File: src/pkg/flash_query_regs.svh
// Query table offsets, widths and contents for the burst and partition fields
`ifndef FLASH_QUERY_REGS_SVH
`define FLASH_QUERY_REGS_SVH
// ****************************************
// Query locations as word indices; the bus byte address is 4 x index
// ****************************************
`define QRY_SYNC_FIELD_COUNT 12'h128
`define QRY_BURST_CAP_ONE 12'h129
`define QRY_BURST_CAP_TWO 12'h12a
`define QRY_BURST_CAP_THREE 12'h12b
`define QRY_BURST_CAP_FOUR 12'h12c
`define QRY_PART_REGION_COUNT 12'h12d
`define QRY_INFO_SIZE_LO 12'h12e
`define QRY_INFO_SIZE_HI 12'h12f
`define QRY_IDENT_PART_LO 12'h130
`define QRY_IDENT_PART_HI 12'h131
`define QRY_LOCAL_CONC 12'h132
`define QRY_CONC_PROGRAM 12'h133
`define QRY_CONC_ERASE 12'h134
`define QRY_ERASE_REGION_COUNT 12'h135
// ****************************************
// Field layout
// ****************************************
`define BURST_CODE_LSB 0
`define BURST_CODE_MSB 2
`define NIBBLE_PROGRAM_LSB 0
`define NIBBLE_ERASE_LSB 4
// ****************************************
// Contents
// ****************************************
`define VAL_SYNC_FIELD_COUNT 8'h04
`define VAL_BURST_CAP_ONE 8'h01
`define VAL_BURST_CAP_TWO 8'h02
`define VAL_BURST_CAP_THREE 8'h03
`define VAL_BURST_CAP_FOUR 8'h07
`define VAL_BURST_CONTINUOUS 3'h7
`define VAL_PART_REGION_COUNT 8'h01
`define VAL_INFO_SIZE 16'h0024
`define VAL_IDENT_PART 16'h0001
`define VAL_LOCAL_CONC 8'h11
`define VAL_CONC_PROGRAM 8'h00
`define VAL_CONC_ERASE 8'h11
`define VAL_ERASE_REGION_COUNT 8'h01
`endif

File: src/pkg/flash_query_pkg.sv
// Types shared by the query table
package flash_query_pkg;
	typedef logic [11:0] qryIndex_t;
	typedef logic [7:0] qryByte_t;
	typedef enum logic [0:0] {
		BUS_IDLE = 1'b0,
		BUS_ACKED = 1'b1
	} busState_e;
endpackage : flash_query_pkg

File: src/design/flash_query_burst_partition_table.sv
// Read-only query table for burst capability and partition region 1 geometry
`timescale 1ns/100ps
`default_nettype none
`include "flash_query_regs.svh"
module flash_query_burst_partition_table #(
	parameter logic [7:0] PART_REGION_COUNT = `VAL_PART_REGION_COUNT,
	parameter logic [15:0] INFO_SIZE = `VAL_INFO_SIZE,
	parameter logic [15:0] IDENT_PART = `VAL_IDENT_PART,
	parameter logic [7:0] LOCAL_CONC = `VAL_LOCAL_CONC,
	parameter logic [7:0] CONC_PROGRAM = `VAL_CONC_PROGRAM,
	parameter logic [7:0] CONC_ERASE = `VAL_CONC_ERASE,
	parameter logic [7:0] ERASE_REGION_COUNT = `VAL_ERASE_REGION_COUNT
) (
	input wire logic mclk,
	input wire logic reset,
	input wire logic wb_cyc_i,
	input wire logic wb_stb_i,
	input wire logic wb_we_i,
	input wire logic [15:0] wb_adr_i,
	input wire logic [3:0] wb_sel_i,
	input wire logic [31:0] wb_dat_i,
	output logic [31:0] wb_dat_o,
	output logic wb_ack_o,
	output logic wb_err_o,
	output logic [15:0] queryData,
	output logic regionFieldsPresent
);
	// ****************************************
	// Decode
	// ****************************************
	flash_query_pkg::qryIndex_t index;
	flash_query_pkg::qryByte_t lookup;
	logic hit;
	logic request;
	flash_query_pkg::busState_e state_q;
	logic [31:0] writeSink;

	assign index = wb_adr_i[13:2];
	assign request = wb_cyc_i && wb_stb_i && (state_q == flash_query_pkg::BUS_IDLE);
	// Write data and lanes have nowhere to go in a read-only table
	assign writeSink = wb_dat_i & {{8{wb_sel_i[3]}}, {8{wb_sel_i[2]}}, {8{wb_sel_i[1]}},
		{8{wb_sel_i[0]}}};

	// Table lookup; unmapped indices return zero and raise err
	always_comb begin
		hit = 1'b1;
		unique case (index)
			`QRY_SYNC_FIELD_COUNT: lookup = `VAL_SYNC_FIELD_COUNT;
			`QRY_BURST_CAP_ONE: lookup = `VAL_BURST_CAP_ONE;
			`QRY_BURST_CAP_TWO: lookup = `VAL_BURST_CAP_TWO;
			`QRY_BURST_CAP_THREE: lookup = `VAL_BURST_CAP_THREE;
			`QRY_BURST_CAP_FOUR: lookup = `VAL_BURST_CAP_FOUR;
			`QRY_PART_REGION_COUNT: lookup = PART_REGION_COUNT;
			`QRY_INFO_SIZE_LO: lookup = INFO_SIZE[7:0];
			`QRY_INFO_SIZE_HI: lookup = INFO_SIZE[15:8];
			`QRY_IDENT_PART_LO: lookup = IDENT_PART[7:0];
			`QRY_IDENT_PART_HI: lookup = IDENT_PART[15:8];
			`QRY_LOCAL_CONC: lookup = LOCAL_CONC;
			`QRY_CONC_PROGRAM: lookup = CONC_PROGRAM;
			`QRY_CONC_ERASE: lookup = CONC_ERASE;
			`QRY_ERASE_REGION_COUNT: lookup = ERASE_REGION_COUNT;
			default: begin
				lookup = 8'h00;
				hit = 1'b0;
			end
		endcase
		// Region fields vanish when the device reports a single partition
		if (PART_REGION_COUNT == 8'h00 && index >= `QRY_INFO_SIZE_LO &&
			index <= `QRY_ERASE_REGION_COUNT) begin
			lookup = 8'h00;
			hit = 1'b0;
		end
	end

	// ****************************************
	// Bus handshake
	// ****************************************
	// One-cycle ack or err a cycle after the request, then one idle cycle
	always_ff @(posedge mclk) begin
		if (reset) begin
			state_q <= flash_query_pkg::BUS_IDLE;
			wb_ack_o <= 1'b0;
			wb_err_o <= 1'b0;
		end else begin
			wb_ack_o <= request && hit;
			wb_err_o <= request && !hit;
			state_q <= request ? flash_query_pkg::BUS_ACKED : flash_query_pkg::BUS_IDLE;
		end
	end

	// Read data; writes get ack or err like reads but store nothing
	always_ff @(posedge mclk) begin
		if (reset) begin
			wb_dat_o <= 32'h00000000;
			queryData <= 16'h0000;
		end else if (request) begin
			wb_dat_o <= {24'h000000, lookup};
			if (!wb_we_i) begin
				queryData <= {8'h00, lookup};
			end
		end
	end

	// Region presence flag
	always_ff @(posedge mclk) begin
		if (reset) begin
			regionFieldsPresent <= 1'b0;
		end else begin
			regionFieldsPresent <= (PART_REGION_COUNT != 8'h00);
		end
	end
endmodule : flash_query_burst_partition_table
`default_nettype wire

File: config.mk
export PLATFORM = sky130hd
export DESIGN_NAME = flash_query_burst_partition_table
export DESIGN_NICKNAME = d
export VERILOG_FILES = /design/src/pkg/flash_query_pkg.sv /design/src/design/flash_query_burst_partition_table.sv
export VERILOG_INCLUDE_DIRS = /design/src /design/src/pkg
export SDC_FILE = /design/constraint.sdc
export NUM_CORES = 1
export LEC_CHECK = 0
export BUFFER_PORTS_ARGS = -buffer_cell sky130_fd_sc_hd__buf_4
export CAP_MARGIN = 20
export CORE_UTILIZATION = 29
export CTS_BUF_LIST = sky130_fd_sc_hd__clkbuf_4 sky130_fd_sc_hd__clkbuf_8
export DETAILED_ROUTE_END_ITERATION = 10
export PLACE_DENSITY = 0.73
export RECOVER_POWER = 25
export SLEW_MARGIN = 30
export SYNTH_ARGS = -nofsm -noshare
export SYNTH_HDL_FRONTEND = slang
export SYNTH_SLANG_ARGS = --single-unit
File: constraint.sdc
create_clock -name mclk -period 2.63 [get_ports mclk]
set_input_delay 0.1315 -clock mclk [delete_from_list [all_inputs] [get_ports mclk]]
set_output_delay 0.1315 -clock mclk [all_outputs]
set_load 0.01 [all_outputs]
Word level (Yosys, flattened, before mapping). Cells that the tools add are included.

Bits in registers: 20. Latch bits: 0. RAM bits: 0. Memory bits (read-only): 0. Input port bits: 57. Output and inout bits: 51. Logic and storage cells: 35. Memories: 0.

Add/sub/neg operators: 0. Multipliers: 0. Div/mod/pow operators: 0. Magnitude comparators: 0. Equal/unequal tests: 14. Shift-type cells: 0. Muxes and demuxes: 4. Bitwise operators: 2. Reductions and logical operators: 9.

Operator list (number): $eq 12x9->1 const B (14); $pmux 6 s7 (1); $reduce_or 14->1 (1); $logic_and 1x1->1 (4); $reduce_or 4->1 (1); $mux 1 (3); $not 1->1 (2); $reduce_and 2->1 (1); $reduce_or 2->1 (1); $logic_not 1->1 (1).

Longest topological paths before layout. Gate-level depths: netlist of the first run.

Word-level depth: 5. Mapped depth: 4. Mapped depth without buffers: 4.

Worst setup path before layout of the first run. No wires, ideal clock.

Path kind: register -> register. Start: register state_q. End: register queryData[1]. Library setup time: 0.069 ns. Data arrival time: 0.994 ns. Data required time: 2.561 ns. Path slack: 1.567 ns. Cell stages (with the launch flop): 5. Path buffers: 0. Clock period less this slack: 1.063 ns. Path through: dfxtp_1 > nand3b_1 > nor3_1 > nand3_1 > o21ai_1.

Word-level cells in the longest chain between the ends: 3.

RTL lines: from (decl) (RTL line flash_query_burst_partition_table.sv:35) `flash_query_pkg::busState_e state_q;`; from (signal assigned) (RTL line flash_query_burst_partition_table.sv:81) `state_q <= flash_query_pkg::BUS_IDLE;`; from (signal assigned) (RTL line flash_query_burst_partition_table.sv:87) `state_q <= request ? flash_query_pkg::BUS_ACKED : flash_query_pkg::BUS_IDLE;`; $not 1->1 (RTL line flash_query_burst_partition_table.sv:39) `assign request = wb_cyc_i && wb_stb_i && (state_q == flash_query_pkg::BUS_IDLE);`; $logic_and 1x1->1 (RTL line flash_query_burst_partition_table.sv:39); $reduce_and 2->1 (no line); to (signal assigned) (RTL line flash_query_burst_partition_table.sv:99) `queryData <= {8'h00, lookup};`; to (decl) (RTL line flash_query_burst_partition_table.sv:25) `output logic [15:0] queryData,`.

Every way passes these cells. A chain may end at the register's enable or synchronous reset.

Final worst setup path of the first run.
Start: register state_q. End: register queryData[2].

The elaborated chain is that of the path after synthesis.

==> results of run 1 <==
[metrics by stage]
stage	hold slack, ps	area, µm²	setup WS, ps
floorplan	211	1030	1570
global placement	357	1000	1380
detailed placement	361	1000	1380
CTS	73.5	1020	1380
global route	165	1000	1260
finish	153	1000	1370
[cell families (layout without fill, tap and decap cells)]
| logic type | after synthesis | count (layout) | synth area share |
|---|---|---|---|
| AND/OR/NAND/NOR | 32 | 32 | 0.209 |
| other | 1 | 38 | 0.00421 |
| AO/OA/AOI/OAI | 17 | 17 | 0.143 |
| buffers and inverters | 40 | 34 | 0.329 |
| flip-flops | 14 | 14 | 0.315 |
[cell type report]
class | instances | area share
Multi-Input combinational cell | 87 | 0.456
Sequential cell | 14 | 0.280
Timing Repair Buffer | 29 | 0.195
Tap cell | 31 | 0.0388
Clock buffer | 3 | 0.0225
Inverter | 2 | 0.00750
[metal layers]
layer  up-vias  GRT usage  part of all wire
met5         -          0                 0
met3         4     0.0181             0.099
met1       287     0.0915              0.37
li1        333          -                 -
met2        45      0.145              0.51
met4         0     0.0627             0.023
[Yosys cell counts]
cell | number | area [µm²]
a21o_1 | 1 | 7.51
inv_1 | 2 | 7.51
nor4b_4 | 1 | 23.8
and3b_1 | 1 | 8.76
a21oi_1 | 1 | 5.00
buf_4 | 38 | 285
a22oi_1 | 1 | 7.51
a22o_1 | 1 | 8.76
conb_1 | 1 | 3.75
and3_1 | 2 | 12.5
o21bai_1 | 1 | 7.51
nand3_1 | 2 | 10.0
nand2_1 | 10 | 37.5
nor2b_1 | 2 | 12.5
o21ai_1 | 8 | 40.0
dfxtp_1 | 14 | 280
nor2_1 | 4 | 15.0
nor3_1 | 2 | 10.0
a2111oi_4 | 1 | 27.5
o21a_1 | 2 | 15.0
nand3b_1 | 2 | 15.0
and2_1 | 1 | 6.26
nand2b_1 | 4 | 25.0
o32ai_1 | 1 | 8.76
nand3_2 | 1 | 10.0
[path summary, 6_finish.rpt]
| path | start | end | slack (ps) |
|---|---|---|---|
| worst max-delay path | state_q | queryData[2] | 1370 |
| worst min-delay path | reset | regionFieldsPresent | 150 |
| worst max register to register | state_q | queryData[2] | 1370 |
| worst min register to register | queryData[0] | queryData[0] | 450 |
[worst max-delay path, cell delays in order, from the launching register on]
cell	delay, ps
dfxtp_1	310
nand3b_1	230
nor3_1	330
nand3_1	180
o21ai_1	140
[report_power, final]
part	leakage [nW]	internal (mW)	total [mW]	switching (mW)
sequential	0.113	0.214	0.214	0.000456
combinational	0.347	0.0250	0.0746	0.0496
clock	0.0138	0.0530	0.115	0.0620
total	0.475	0.292	0.404	0.112
[state kept, by name (all words and copies together) (netlist names)]
signal,flops
regionFieldsPresent,1
state_q,1
wb_err_o,1
queryData,5
wb_ack_o,1
wb_dat_o,5
==> metrics.txt, run 1 <==
vias 669; share of layout cells above drive strength 1 0.215; Fillers 305; leak pwr 0.475 nW; CP Max Fanout 5; Final Core Density 0.354; CP Class reg2reg; # nets final 194; IO Count 108; Final Hold Fails 0; gpl congestion 0.797; die area 3300 µm²; Sequential Area 280 µm²; CP Launch Type flop; Setup Fix Bufs, Post-CTS 0; Critical Path AT 1460 ps; leading cell type in the layout, fill and taps excluded conb_1; critical path capture point type flop; Area Overhead vs Synth 12.4%; global-route wire length before repair 2130 µm; cells on worst reg2reg path 4; RSZ-0062 raised after global routing false; sequential fraction of the synthesis area 0.315; worst hold path type in2reg; largest net degree at the start of global routing 8; GRT Total Usage 0.0847; DR WL/cell 8.98 µm; setup tns final 0 ps; Synth Instances 104; fin cells 166; status finished with violations; maximum level of the CTS H-tree 1; CP required 2840 ps; failing checks design-rule violations; root buffer cell clkbuf_4; Avg Vias per Cell 4.03; vias in the first global route 508; post-synth cell types 25; Post-DRT Antenna Nets 0; period utilization 0.478; minimum clock period 1260 ps; Rows 19; dpl cells 163; Yosys warning total 0; maximum vdd ir drop 102 µV; Final setup violation count 0; Mean Syn Cell Area 8.57 µm²; Max Fclk 0.796 GHz; # diodes 0; Tot Pwr 0.404 mW; multi-input logic area 457 µm²; die width 57.4 µm; clk_skew 2.12 ps; PostCTS Resize Cnt 0; Clock transition at path regs 80 ps; Die Y 57.4 µm; TritonCTS Buffers 3; First DRT Iteration DRCs 16; Post-CTS Hold Buffers 0; Clock Latency Late Sink 270 ps; most frequent cells in the layout conb_1, buf_4, dfxtp_1; CTS tree yes; Clock Sinks 14; cell area after synthesis 891 µm²; Max Slew Vio Count 0; maxcap violations 0; Total Wirelength 1490 µm; Synth Register Bits 14; global route overflow 0; post-DP HPWL 1260 µm; initial antenna violation count 0; PD cells 403 nW/µm²; Port Buffers 29; clk buf depth 2; initial core utilization 0.315; drc violations 3; Hold Path Cell Cnt 2; core area 2830 µm²; drt pass-1 iters 7
(Power assumes the default switching activity.)
==> run 2, diff against run 1 <==
Clock period 2.63 ns to 1.3 ns, I/O delays scaled along.
==> run 2 against run 1 <==
The flow still finishes with violations (design-rule violations). Sequential cell count is the same. Clock-buffer cell count grew 1. Non-clock buffer count is 3 higher. Wire length down 3.6%. Clock power grew to 2.7 times the previous value. Via count down 1.0%. Register-to-register slack got worse by 1300 ps. Global-route usage up 0.28 points. Final cell count up 2.4%. Worst setup slack worse by 1300 ps. Sequential share of layout area is 1.0 points lower.
==> metrics.txt, run 2 (synthesis results as in run 1) <==
status finished with violations (unchanged); failing checks design-rule violations (unchanged); period utilization 0.912 (was 0.478); Clock Latency Late Sink 270 ps (about the same); Routed met3 length 114 µm (was 147 µm); Clock transition at path regs 80 ps (about the same); Hold Path Cell Cnt 3 (was 2); CP required 1510 ps (was 2840 ps); Max Slew Vio Count 0 (unchanged); minimum clock period 1190 ps (was 1260 ps); WL met2 729 µm (was 760 µm); root buffer cell clkbuf_4 (unchanged); drt pass-1 iters 6 (was 7); CP Max Fanout 5 (unchanged); Port Buffers 29 (unchanged); largest net degree at the start of global routing 9 (was 8); Min-Delay Endpoint queryData[5] (was regionFieldsPresent); dpl cell area 1020 µm² (was 1000 µm²); sw power 0.236 mW (was 0.112 mW); max layer used met4 (unchanged); clk_skew 0.291 ps (was 2.12 ps); TritonCTS Buffers 3 (unchanged); global route overflow 0 (unchanged); reg-to-reg startpoint state_q (unchanged); maxcap violations 0 (unchanged); worst hold path type in2reg (unchanged); die area 3300 µm² (unchanged); dpl cells 165 (was 163); Avg Vias per Cell 3.89 (was 4.03); final instance area 1040 µm² (was 1000 µm²); reg2reg setup slack 110 ps (was 1370 ps); Area Overhead vs Synth 16.7% (was 12.4%); PostCTS Resize Cnt 0 (unchanged); hold path startpoint wb_adr_i[3] (was reset); core area 2830 µm² (unchanged); Final Core Density 0.368 (was 0.354); cells on worst reg2reg path 5 (was 4); Max Fclk 0.843 GHz (was 0.796 GHz); vias in the first global route 537 (was 508); # diodes 0 (unchanged); First DRT Iteration DRCs 12 (was 16); final worst-path setup slack 114 ps (was 1370 ps); Rows 19 (unchanged); CP Launch Type flop (unchanged); leading cell type in the layout, fill and taps excluded conb_1 (unchanged); Final Hold Fails 0 (unchanged); vias 662 (was 669); Post-DRT Antenna Nets 0 (unchanged); Total Wirelength 1440 µm (was 1490 µm); Net Sw Frac 0.265 (was 0.278); RSZ-0062 raised after global routing false (unchanged); DR WL/cell 8.45 µm (was 8.98 µm); Logic pwr share 0.174 (was 0.185); Int Power 0.658 mW (was 0.292 mW); IO Count 108 (unchanged); PD cells 860 nW/µm² (was 403 nW/µm²); Hold WS 129 ps (was 153 ps); die width 57.4 µm (unchanged); biggest regs queryData (5), wb_dat_o (5) (unchanged); setup tns final 0 ps (unchanged); Fillers 306 (was 305); Sequential Power Share 0.485 (was 0.530); share of layout cells above drive strength 1 0.230 (was 0.215); initial antenna violation count 0 (unchanged); maximum level of the CTS H-tree 1 (unchanged); clk buf depth 2 (unchanged); worst r2r dst queryData[0] (was queryData[2]); post-DP HPWL 1260 µm (about the same); Critical Path AT 1400 ps (was 1460 ps); Final setup violation count 0 (unchanged); met1 wire length 578 µm (was 547 µm); CTS tree yes (unchanged); Setup Fix Bufs, Post-CTS 0 (unchanged); Tot Pwr 0.894 mW (was 0.404 mW); leak pwr 0.497 nW (was 0.475 nW); critical path capture point type flop (unchanged); gpl congestion 0.786 (was 0.797); clock share of power 0.341 (was 0.285); GRT Total Usage 0.0874 (was 0.0847); fin cells 170 (was 166); initial core utilization 0.315 (unchanged); global-route wire length before repair 2280 µm (was 2130 µm); maximum vdd ir drop 264 µV (was 102 µV); # nets final 197 (was 194); Placement Setup Slack 116 ps (was 1380 ps); CP Class reg2reg (unchanged); most frequent cells in the layout conb_1, buf_4, dfxtp_1 (unchanged); Die Y 57.4 µm (unchanged); Clock Sinks 14 (unchanged); drc violations 3 (unchanged)
[run 2: changes by cell type in the layout (fill, tap and decap cells not counted), sizes merged]
cell / previous run / this run
buf: 23 / 25
clkbuf: 9 / 10
dlygate4sd3: 0 / 1
[run 2: how the worst max path moves through the flow]
stage | slack (ps) | end | startpoint
floorplan | 240 | queryData[1] | state_q
global placement | 120 | queryData[4] | wb_adr_i[11]
detailed placement | 120 | queryData[4] | wb_adr_i[11]
CTS | 130 | queryData[0] | state_q
global route | 30 | queryData[0] | state_q
finish | 110 | queryData[0] | state_q
[run 2: power groups by stage]
stage | clock network [mW] | logic (mW) | registers (mW)
6_report | 0.305 | 0.155 | 0.433
5_1_grt | 0.335 | 0.171 | 0.434
4_1_cts | 0.312 | 0.157 | 0.434
3_5_place_dp | 0 | 0.155 | 0.444
3_3_place_gp | 0 | 0.153 | 0.444
2_1_floorplan | 0 | 0.174 | 0.445
[run 2: per-layer routing]
metal | up-vias | global-route usage
met5 | - | 0
met4 | 0 | 0.0418
li1 | 342 | -
met1 | 281 | 0.104
met2 | 37 | 0.153
met3 | 2 | 0.0136
[run 2: cell type report]
cell class	instances	area (µm²)	area share
flip-flops and latches	14	280	0.270
clock buffers	4	36.3	0.0349
inverters	2	7.51	0.00722
multi-input cells	87	457	0.439
well taps	31	38.8	0.0373
repair buffers	32	220	0.212
[run 2: critical path, cell delays in order (launching register included)]
cell      delay, ps
dfxtp_1         310
nand3b_1        240
nor3_1          250
buf_4           160
nand2_1          40
o21ai_1         120
[run 2: repair_timing]
action,in CTS,in global routing
endpoints found under the hold margin,1,0
setup endpoints to repair,0,0
hold buffers,1,0
